### src/pass_defs.vh
// constants for the printer adapter: register map, status fields, timing
// assumes a 20 MHz clock and a 32-bit classic wishbone register port
`ifndef PASS_DEFS_VH
`define PASS_DEFS_VH

// register byte offsets
`define PASS_SEL_OFS 8'h00
`define PASS_CMD_OFS 8'h04
`define PASS_DATA_OFS 8'h08
`define PASS_STAT_OFS 8'h0C
`define PASS_CFG_OFS 8'h10
`define PASS_IRQ_STAT_OFS 8'h14
`define PASS_IRQ_MASK_OFS 8'h18

// command register bits (write one to issue; bit 2 holds the irq enable)
`define PASS_CMD_INIT 0
`define PASS_CMD_DEV_CLEAR 1
`define PASS_CMD_IEN 2

// read_status_flags bit positions
`define PASS_ST_NOT_BUSY 7
`define PASS_ST_PR_SEL 6
`define PASS_ST_NOT_READY 1
`define PASS_ST_PR_BUSY 0

// interrupt status bits
`define PASS_EV_NOT_BUSY 0
`define PASS_EV_PR_DESEL 1

// reset values
`define PASS_OWN_ADDR_RST 8'h1D
`define PASS_SLOT_RST 4'h7
`define PASS_OPEN_BUS 8'hFF

// slot to priority mapping
`define PASS_SLOT_MIN 4'h7
`define PASS_SLOT_MAX 4'hA
`define PASS_SLOT_TO_PRIO 4'h4
`define PASS_PRIO_MAIN 3'h3

// minimum bits high in a select address that can reach the adapter
`define PASS_SEL_MIN_ONES 4

// timing: figures in ns, counts rounded up to whole cycles
`define PASS_CLK_NS 50
`define PASS_SETUP_NS 500
`define PASS_STB_NS 1000
`define PASS_HOLD_NS 5000
`define PASS_SETUP_CYC ((`PASS_SETUP_NS + `PASS_CLK_NS - 1) / `PASS_CLK_NS)
`define PASS_STB_CYC ((`PASS_STB_NS + `PASS_CLK_NS - 1) / `PASS_CLK_NS)
`define PASS_HOLD_CYC ((`PASS_HOLD_NS + `PASS_CLK_NS - 1) / `PASS_CLK_NS)

`endif

### src/pass_sel_decode.v
// select address decoder: compares an issued select byte to the own address
// assumes both bytes are stable in the cycle they are sampled
`timescale 1ns/1ps
`include "pass_defs.vh"

module pass_sel_decode #(
    parameter WIDTH = 8
) (
    input wire [WIDTH-1:0] issued_i,
    input wire [WIDTH-1:0] own_i,
    output wire match_o
);
    wire [3:0] ones [0:WIDTH]; // running count of high address bits

    assign ones[0] = 4'h0;

    // count the high bits of the issued byte
    genvar g;
    generate
        for (g = 0; g < WIDTH; g = g + 1) begin : g_cnt
            assign ones[g+1] = ones[g] + {3'h0, issued_i[g]};
        end
    endgenerate

    // acts like a four-input and gate: bytes with three or fewer ones never match
    assign match_o = (ones[WIDTH] >= `PASS_SEL_MIN_ONES) && (issued_i == own_i);

endmodule // pass_sel_decode

### src/pass_strobe_gen.v
// character strobe sequencer toward the printer: setup, strobe, accept hold
// assumes start_i is a one-cycle pulse issued only while idle
`timescale 1ns/1ps
`include "pass_defs.vh"

module pass_strobe_gen #(
    parameter SETUP_CYC = `PASS_SETUP_CYC,
    parameter STB_CYC = `PASS_STB_CYC,
    parameter HOLD_CYC = `PASS_HOLD_CYC
) (
    input wire clk_i,
    input wire rst_n_i,
    input wire start_i,
    input wire abort_i,
    input wire [7:0] char_i,
    output wire [7:0] pr_data_o,
    output wire pr_strobe_n_o,
    output wire active_o
);
    localparam S_IDLE = 4'b0001;
    localparam S_SETUP = 4'b0010;
    localparam S_STB = 4'b0100;
    localparam S_HOLD = 4'b1000;

    reg [3:0] state_reg; // sequencer state
    reg [3:0] state_next;
    reg [15:0] cnt_reg; // cycles left in the phase
    reg [15:0] cnt_next;
    reg [7:0] data_reg; // character on the pins
    reg stb_n_reg; // registered strobe, glitch free

    // next state; abort wins so an init never leaves a strobe half done
    always @* begin
        state_next = state_reg;
        cnt_next = cnt_reg;
        if (cnt_reg != 16'h0000) begin
            cnt_next = cnt_reg - 16'h0001;
        end
        case (state_reg)
            S_IDLE: begin
                if (start_i) begin
                    state_next = S_SETUP;
                    cnt_next = SETUP_CYC[15:0] - 16'h0001;
                end
            end
            S_SETUP: begin
                if (cnt_reg == 16'h0000) begin
                    state_next = S_STB;
                    cnt_next = STB_CYC[15:0] - 16'h0001;
                end
            end
            S_STB: begin
                if (cnt_reg == 16'h0000) begin
                    state_next = S_HOLD;
                    cnt_next = HOLD_CYC[15:0] - 16'h0001;
                end
            end
            S_HOLD: begin
                if (cnt_reg == 16'h0000) begin
                    state_next = S_IDLE;
                end
            end
            default: begin
                state_next = S_IDLE;
                cnt_next = 16'h0000;
            end
        endcase
        if (abort_i) begin
            state_next = S_IDLE;
            cnt_next = 16'h0000;
        end
    end

    // state, data and strobe registers
    always @(posedge clk_i or negedge rst_n_i) begin
        if (!rst_n_i) begin
            state_reg <= S_IDLE;
            cnt_reg <= 16'h0000;
            data_reg <= 8'h00;
            stb_n_reg <= 1'b1;
        end else begin
            state_reg <= state_next;
            cnt_reg <= cnt_next;
            stb_n_reg <= (state_next != S_STB);
            if (start_i && (state_reg == S_IDLE)) begin
                data_reg <= char_i;
            end
        end
    end

    assign pr_data_o = data_reg;
    assign pr_strobe_n_o = stb_n_reg;
    assign active_o = (state_reg != S_IDLE);

endmodule // pass_strobe_gen

### src/pass_adapter.v
// printer adapter core: select decode, character output, status flags, irq
// assumes a classic wishbone master and printer pins synchronous to clk_i
`timescale 1ns/1ps
`include "pass_defs.vh"

// register word map, data in the low bits of each 32-bit word:
//   0x00 select: write the issued select byte, read bit 0 = selected
//   0x04 command: bit 0 initialise, bit 1 device clear, bit 2 irq enable
//   0x08 data: one character toward the printer
//   0x0C status flags: not-busy, printer selected, not ready, printer busy
//   0x10 config: own select address in [7:0], slot number in [11:8]
//   0x14 irq status: write one to clear a sticky event
//   0x18 irq mask: same layout as irq status
// every access is answered one cycle after it is taken, unmapped ones too,
// so a master never needs a timeout on this port
// writes take effect on the edge that ack is sampled high, never earlier,
// so an aborted cycle leaves the registers untouched
// the enable bit is rewritten by every command write: software that
// issues a clear has to set it again in the same word to keep interrupts
// a character is taken only while selected and not busy; a second one
// written too early is dropped, as there is no queue behind the pins
// an unselected adapter reads its status as an open bus, all ones, so
// software can tell a missing board from a busy printer
// the priority level is registered, so it settles one cycle after the
// slot field changes

module pass_adapter #(
    parameter SETUP_CYC = `PASS_SETUP_CYC,
    parameter STB_CYC = `PASS_STB_CYC,
    parameter HOLD_CYC = `PASS_HOLD_CYC
) (
    input wire clk_i,
    input wire rst_n_i,
    // register port, classic wishbone
    input wire wb_cyc_i,
    input wire wb_stb_i,
    input wire wb_we_i,
    input wire [7:0] wb_adr_i,
    input wire [3:0] wb_sel_i,
    input wire [31:0] wb_dat_i,
    output wire [31:0] wb_dat_o,
    output wire wb_ack_o,
    // printer side
    input wire pr_busy_i,
    input wire pr_ready_i,
    input wire pr_selected_i,
    output wire [7:0] pr_data_o,
    output wire pr_strobe_n_o,
    output wire pr_init_n_o,
    // interrupt request toward the host
    output wire irq_o,
    output wire [2:0] irq_level_o
);
    // architectural state; reset returns all of it to the initialise values
    reg ack_reg; // one-cycle bus answer
    reg [31:0] rdat_reg; // read data captured with ack
    reg selected_reg; // adapter currently selected
    reg not_busy_reg; // ready for another character
    reg pr_busy_reg; // printer busy flag
    reg pending_reg; // character handed to the printer, not yet accepted
    reg ien_reg; // global interrupt enable
    reg [7:0] own_addr_reg; // programmable select address
    reg [3:0] slot_reg; // slot number the board sits in
    reg [2:0] level_reg; // interrupt priority driven out
    reg [1:0] irq_stat_reg; // sticky events
    reg [1:0] irq_mask_reg; // event enables
    reg pr_sel_reg; // last printer select level, edge detect
    reg init_n_reg; // clear pulse to the printer line buffer

    reg not_busy_next;
    reg pr_busy_next;
    reg pending_next;
    reg [31:0] rd_mux;

    // bus decode; each write strobe needs its byte lane, config splits lanes
    // so the slot field can be changed without touching the own address
    wire req = wb_cyc_i && wb_stb_i;
    wire wr_now = req && ack_reg && wb_we_i; // write lands on the ack edge
    wire lane0 = wb_sel_i[0];
    wire lane1 = wb_sel_i[1];
    wire wr_sel = wr_now && lane0 && (wb_adr_i == `PASS_SEL_OFS);
    wire wr_cmd = wr_now && lane0 && (wb_adr_i == `PASS_CMD_OFS);
    wire wr_data = wr_now && lane0 && (wb_adr_i == `PASS_DATA_OFS);
    wire wr_cfg = wr_now && (wb_adr_i == `PASS_CFG_OFS);
    wire wr_istat = wr_now && lane0 && (wb_adr_i == `PASS_IRQ_STAT_OFS);
    wire wr_imask = wr_now && lane0 && (wb_adr_i == `PASS_IRQ_MASK_OFS);

    // command strobes last exactly one cycle, the ack edge of the write
    wire do_init = wr_cmd && wb_dat_i[`PASS_CMD_INIT];
    wire do_devclr = wr_cmd && wb_dat_i[`PASS_CMD_DEV_CLEAR];
    // either clear acts on the character path alike; only init deselects
    wire do_clear = do_init || do_devclr;
    // characters to an unselected adapter go nowhere
    wire do_char = wr_data && selected_reg && not_busy_reg;

    wire sel_match;
    wire stb_active;
    wire [7:0] status;
    wire [1:0] ev_set;

    // select byte decode against the own address
    // the issued byte comes straight from the write data of a select write
    pass_sel_decode #(
        .WIDTH(8)
    ) u_sel (
        .issued_i(wb_dat_i[7:0]),
        .own_i(own_addr_reg),
        .match_o(sel_match)
    );

    // strobe sequencer; a clear command aborts the character in flight
    // the character byte is latched only when the sequencer starts, so the
    // pins hold it stable through setup, strobe and hold
    pass_strobe_gen #(
        .SETUP_CYC(SETUP_CYC),
        .STB_CYC(STB_CYC),
        .HOLD_CYC(HOLD_CYC)
    ) u_stb (
        .clk_i(clk_i),
        .rst_n_i(rst_n_i),
        .start_i(do_char),
        .abort_i(do_clear),
        .char_i(wb_dat_i[7:0]),
        .pr_data_o(pr_data_o),
        .pr_strobe_n_o(pr_strobe_n_o),
        .active_o(stb_active)
    );

    // read_status_flags image
    // bits 5..2 have no meaning here and read zero; bit 1 is inverted so
    // that a high bit in bits 1..0 flags a reason not to send
    assign status = {
        not_busy_reg,
        pr_selected_i,
        3'h0,
        1'b0,
        ~pr_ready_i,
        pr_busy_reg
    };

    // busy tracking of one character
    // completion waits for both the sequencer and the printer busy line,
    // so a printer that raises busy late still holds not-busy low; a
    // printer that never drops busy holds it low until a clear command
    always @* begin
        not_busy_next = not_busy_reg;
        pr_busy_next = pr_busy_reg;
        pending_next = pending_reg;
        if (pending_reg && !stb_active && !pr_busy_i) begin
            // printer took the character and dropped its busy line
            not_busy_next = 1'b1;
            pr_busy_next = 1'b0;
            pending_next = 1'b0;
        end
        if (do_char) begin
            not_busy_next = 1'b0;
            pr_busy_next = 1'b1;
            pending_next = 1'b1;
        end
        if (do_clear) begin
            // clear commands override a write in the same beat
            not_busy_next = 1'b1;
            pr_busy_next = 1'b0;
            pending_next = 1'b0;
        end
    end

    // events: not-busy rising, printer deselected
    // a clear command also raises not-busy, so it posts the event as well;
    // software that clears the adapter should also clear the sticky bit
    assign ev_set[`PASS_EV_NOT_BUSY] = not_busy_next && !not_busy_reg;
    assign ev_set[`PASS_EV_PR_DESEL] = pr_sel_reg && !pr_selected_i;

    // register read multiplexer
    // the mux is sampled only on the request edge, so it may glitch freely
    always @* begin
        rd_mux = 32'h00000000;
        case (wb_adr_i)
            `PASS_SEL_OFS: begin
                rd_mux = {31'h00000000, selected_reg};
            end
            `PASS_CMD_OFS: begin
                rd_mux = {29'h00000000, ien_reg, 2'h0};
            end
            `PASS_STAT_OFS: begin
                // unselected adapter leaves the bus floating high
                rd_mux = {24'h000000, selected_reg ? status : `PASS_OPEN_BUS};
            end
            `PASS_CFG_OFS: begin
                rd_mux = {20'h00000, slot_reg, own_addr_reg};
            end
            `PASS_IRQ_STAT_OFS: begin
                rd_mux = {30'h00000000, irq_stat_reg};
            end
            `PASS_IRQ_MASK_OFS: begin
                rd_mux = {30'h00000000, irq_mask_reg};
            end
            default: begin
                // unmapped and write-only addresses read zero
                rd_mux = 32'h00000000;
            end
        endcase
    end

    // bus answer: ack one cycle after the request, dropped the next
    // read data is captured with the request so it stands for the whole
    // ack cycle; a later status change shows up on the next read only
    always @(posedge clk_i or negedge rst_n_i) begin
        if (!rst_n_i) begin
            ack_reg <= 1'b0;
            rdat_reg <= 32'h00000000;
        end else begin
            ack_reg <= req && !ack_reg;
            if (req && !ack_reg) begin
                rdat_reg <= rd_mux;
            end
        end
    end

    // adapter state; the bus reset acts like an initialise
    // the printer select edge detector resets low, so a printer already
    // off-line at reset gives no false deselect event
    always @(posedge clk_i or negedge rst_n_i) begin
        if (!rst_n_i) begin
            selected_reg <= 1'b0;
            not_busy_reg <= 1'b1;
            pr_busy_reg <= 1'b0;
            pending_reg <= 1'b0;
            ien_reg <= 1'b0;
            own_addr_reg <= `PASS_OWN_ADDR_RST;
            slot_reg <= `PASS_SLOT_RST;
            irq_stat_reg <= 2'h0;
            irq_mask_reg <= 2'h0;
            pr_sel_reg <= 1'b0;
            init_n_reg <= 1'b1;
        end else begin
            not_busy_reg <= not_busy_next;
            pr_busy_reg <= pr_busy_next;
            pending_reg <= pending_next;
            pr_sel_reg <= pr_selected_i;
            init_n_reg <= !do_clear;
            if (wr_sel) begin
                selected_reg <= sel_match;
            end
            if (do_init) begin
                selected_reg <= 1'b0;
            end
            if (wr_cmd) begin
                ien_reg <= wb_dat_i[`PASS_CMD_IEN];
            end
            if (wr_cfg && lane0) begin
                own_addr_reg <= wb_dat_i[7:0];
            end
            if (wr_cfg && lane1) begin
                slot_reg <= wb_dat_i[11:8];
            end
            if (wr_imask) begin
                irq_mask_reg <= wb_dat_i[1:0];
            end
            // write one clears; a new event in the same cycle wins
            irq_stat_reg <= (irq_stat_reg & ~(wr_istat ? wb_dat_i[1:0] : 2'h0)) | ev_set;
        end
    end

    // slot minus the offset at full width; only the low bits are kept below
    wire [3:0] slot_prio = slot_reg - `PASS_SLOT_TO_PRIO;

    // priority from slot: slots 7..10 give 3..6, else main-board 3
    // a slot outside the range falls back to the main-board level rather
    // than wrapping, so a bad config never yields a level below 3
    always @(posedge clk_i or negedge rst_n_i) begin
        if (!rst_n_i) begin
            level_reg <= `PASS_PRIO_MAIN;
        end else if ((slot_reg >= `PASS_SLOT_MIN) && (slot_reg <= `PASS_SLOT_MAX)) begin
            level_reg <= slot_prio[2:0];
        end else begin
            level_reg <= `PASS_PRIO_MAIN;
        end
    end

    assign wb_ack_o = ack_reg;
    assign wb_dat_o = rdat_reg;
    assign pr_init_n_o = init_n_reg;
    // silent while busy even if an event stays pending
    // no further flip-flop on the request, so it drops in the same cycle
    // as the mask or enable is written
    assign irq_o = ien_reg && not_busy_reg && |(irq_stat_reg & irq_mask_reg);
    assign irq_level_o = level_reg;

endmodule // pass_adapter

### config.mk
export PLATFORM = sky130hd
export DESIGN_NAME = pass_adapter
export DESIGN_NICKNAME = d
export VERILOG_FILES = /design/src/pass_sel_decode.v /design/src/pass_strobe_gen.v /design/src/pass_adapter.v
export VERILOG_INCLUDE_DIRS = /design/src /design/src/src
export SDC_FILE = /design/constraint.sdc
export NUM_CORES = 1
export LEC_CHECK = 0
export BUFFER_PORTS_ARGS = -buffer_cell sky130_fd_sc_hd__buf_2
export CORE_MARGIN = 2
export CORE_UTILIZATION = 30
export CTS_CLUSTER_SIZE = 40
export DETAILED_ROUTE_END_ITERATION = 8
export HOLD_SLACK_MARGIN = 0.02
export SETUP_SLACK_MARGIN = 0.5
export SYNTH_ARGS = -nofsm -noshare
export SYNTH_HDL_FRONTEND = slang
export SYNTH_SLANG_ARGS = --single-unit
### constraint.sdc
create_clock -name clk_i -period 1.77 [get_ports clk_i]
set_input_delay 0.2655 -clock clk_i [delete_from_list [all_inputs] [get_ports clk_i]]
set_output_delay 0.2655 -clock clk_i [all_outputs]
set_load 0.02 [all_outputs]
==> flow_metrics.py <==
metrics = {
    "power": {
        "total_power_uw": 4015,
        "power_density_nw_per_um2": 658.6,
        "cellLeakagePower_uw": 0.002974,
        "ir_drop_mv": 0.5670,
    },
    "setup_path": {
        "startpoint_type": "primary input",
        "critPathKind": "primary input to flip-flop",
        "crit_chain": "buf_2 > inv_2 > fa_1 > fa_1 > inv_1 > ha_1 > a21o_1 > a211oi_2 > nor4_1 > a22o_1",
        "crit_fanout": 2,
        "crit_arrival_ns": 2.32,
        "slowest_stage": "fa_1",
        "worstPathRequired_ns": 2.00,
        "path_common_cell": "fa_1",
        "cpPeakStageDelay_ns": 0.50,
        "worst_setup_path_end_kind": "flip-flop",
    },
    "grt": {
        "antenna_found_initial": 0,
        "grt_pass1_vias": 3541,
        "overflow": 0,
        "global_route.usage.total_pct": 17.24,
        "grt_pass1_wl_um": 17640,
        "grt_max_degree": 43,
    },
    "clock_tree": {
        "clockRootBuffer": "clkbuf_16",
        "cts_made_buffers": 9,
        "cts.path.max_buffers": 2,
        "cts_tree": "done",
        "clk_pin_slew_worst_paths_ns": 0.06,
        "clock-sinks": 67,
        "insertion_delay_ns": 0.34,
        "cts_htree_levels": 3,
    },
    "timing": {
        "finalCritPeriodShare_pct": 118.1,
        "maxSlewViolCount": 0,
        "hold_viol": 0,
        "tns_ns": -1.486,
        "max_freq_mhz": 478.5,
        "slew_headroom_pct": 57.76,
        "setup_slack_ns": -0.3197,
        "fin_crit_ns": 2.090,
        "grt_setup_unrepaired": "yes",
        "clock_skew_ns": 0.006077,
        "finalSetupViolCount": 21,
        "worstMarginPinSlew_ns": 0.6270,
    },
    "layout": {
        "utilization_pct": 50.54,
        "layout-drive-gt1-share_pct": 59.31,
        "diodes": 0,
        "area_growth_pct": 64.04,
        "largest_reg_flops": 16,
        "fin_nets": 604,
    },
    "yosys": {
        "ys_ff_latch": 67,
        "ys_seq_area_share_pct": 45.56,
        "synthArstFlopShare_pct": 100.0,
        "yosysTopAreaCell": "dfrtp_1",
        "ys_warn_count": 0,
        "ys.flop_type": "dfrtp_1",
        "synthCells": 377,
        "synth_area_leaders": "dfrtp_1 36%, dfstp_2 9.2%, mux2_2 5.5%",
        "synth-edff-count": 0,
        "avgSynthCellArea_um2": 9.857,
        "synth_top_area_share_pct": 36.36,
        "synth_cell_types": 58,
        "netlist_area_um2": 3716,
    },
    "floorplanning": {
        "die_x_um": 115.3,
        "rows": 40,
        "ioPinCount": 99,
        "start_util_pct": 30.81,
        "die_area_um2": 13290,
        "die_h_um": 115.3,
        "core_um2": 12060,
    },
    "placement": {
        "gp_congestion": 0.8139,
        "hpwl_um": 7257,
        "port_buffers": 56,
    },
    "detailed_routing": {
        "antenna_left": 0,
        "viasPerCell": 4.693,
        "drt_iter0_markers": 125,
        "drt_wl_total_um": 10880,
        "drt_first_pass_iters": 4,
        "wl_per_cell_um": 15.19,
        "drc": 0,
        "vias": 3360,
    },
    "outcome": {
        "failed_checks": "setup timing",
        "status": "finished with violations",
    },
    "hold_path": {
        "hold_path.class": "primary input to flip-flop",
    },
    "flow_run": {
        "cap_violations": 0,
    },
}
cells in the final DEF, fill, tap and decap left out, types with 9 or more instances in the layout:
| cell | instances |
|---|---|
| mux2_2 | 9 |
| nor2_1 | 16 |
| buf_6 | 40 |
| buf_4 | 70 |
| nor2_4 | 10 |
| dfstp_2 | 13 |
| mux2_4 | 9 |
| clkbuf_16 | 9 |
| xor2_1 | 9 |
| nand3_2 | 9 |
| a21oi_1 | 9 |
| o21ai_2 | 11 |
| inv_1 | 10 |
| nand2_1 | 27 |
| conb_1 | 20 |
| dfrtp_1 | 53 |
| buf_2 | 49 |
metrics by stage:
step	std cells	hold WS [ns]	cell area (um^2)	setup WS [ns]
global route	716	0.04132	6096	-0.3827
floorplan	396	-0.03009	3998	-0.4698
CTS	706	0.03485	5827	-0.3194
global placement	650	0.2815	4735	-0.6427
detailed placement	650	0.2782	4735	-0.7181
finish	716	0.04673	6096	-0.3197
synth_stat cells, drive strengths merged, types with 3 or more instances:
cell type,number
mux2,18
nor2,32
and3,3
nand2b,3
a21oi,17
clkbuf,4
buf,28
a22o,3
dfstp,13
nor4,8
nand4,5
dfrtp,54
and2,3
nor3,15
ha,7
inv,18
nand3,14
nand3b,6
xnor2,9
nand2,38
and4,3
o21ai,23
xor2,9
routing by layer:
layer	vias to the layer above	part of all wire [%]	global-route usage (%)	wire [um]
met3	13	3.6	4.006	391
met2	67	52	29.29	5617
met4	0	1.4	5.542	151
met1	1657	43	21.72	4717
met5	-	0	0	0
li1	1623	-	-	-
critical path, delay by kind of cell:
family          cells  cell delay, ns
fa+ha+maj           3            1.23
simple gates        1            0.06
compound gates      3            0.57
buf+inv             3            0.18
final timing paths:
check	startpoint	end	slack (ns)	depth (start not counted)
setup reg to reg	u_stb.cnt_reg[7]	u_stb.cnt_reg[6]	-0.13	9
max in group asynchronous	rst_n_i	own_addr_reg[4]	0.95	3
hold reg to reg	pr_sel_reg	irq_stat_reg[1]	0.47	1
min in group asynchronous	rst_n_i	u_stb.cnt_reg[12]	0.47	3
setup / recovery	wb_dat_i[2]	selected_reg	-0.32	10
hold / removal	pr_selected_i	pr_sel_reg	0.05	1
final cells by class:
class,count,area [um^2]
Inverter,18,75.07
Tap cell,168,210.2
Sequential cell,67,1694
Clock inverter,5,107.6
Fill cell,1056,5966
Timing Repair Buffer,167,1369
Clock buffer,11,252.7
Multi-Input combinational cell,280,2387
power breakdown:
group          switching (uW)  internal (uW)  total (uW)  leakage, uW
clock network             699           1460        2160     0.000176
logic                     191            124         315      0.00192
registers                2.12           1540        1540     0.000880
total                     892           3120        4010      0.00297
kinds of logic (layout without fill, tap and decap cells):
logic type | count (synthesis) | in the layout | share of synthesized area [%]
other | 1 | 20 | 0.1009
muxes | 20 | 20 | 5.993
DFF | 67 | 67 | 45.56
and+or+nand+nor | 147 | 148 | 21.11
xor gates and xnor gates | 18 | 18 | 4.243
adders and majority gates | 9 | 9 | 3.434
buffers and inverters | 50 | 201 | 7.575
AOI/OAI and AO/OA | 65 | 65 | 11.99
what timing repair did:
action | in CTS | in global routing
hold buffers | 1 | 0
endpoints found under the setup margin | 63 | 68
buffers inserted | 36 | 10
gates resized for setup | 116 | 43
hold endpoints to repair | 54 | 0
pin swaps | 38 | 32
gates cloned | 3 | 0
(Power assumes the default switching activity.)
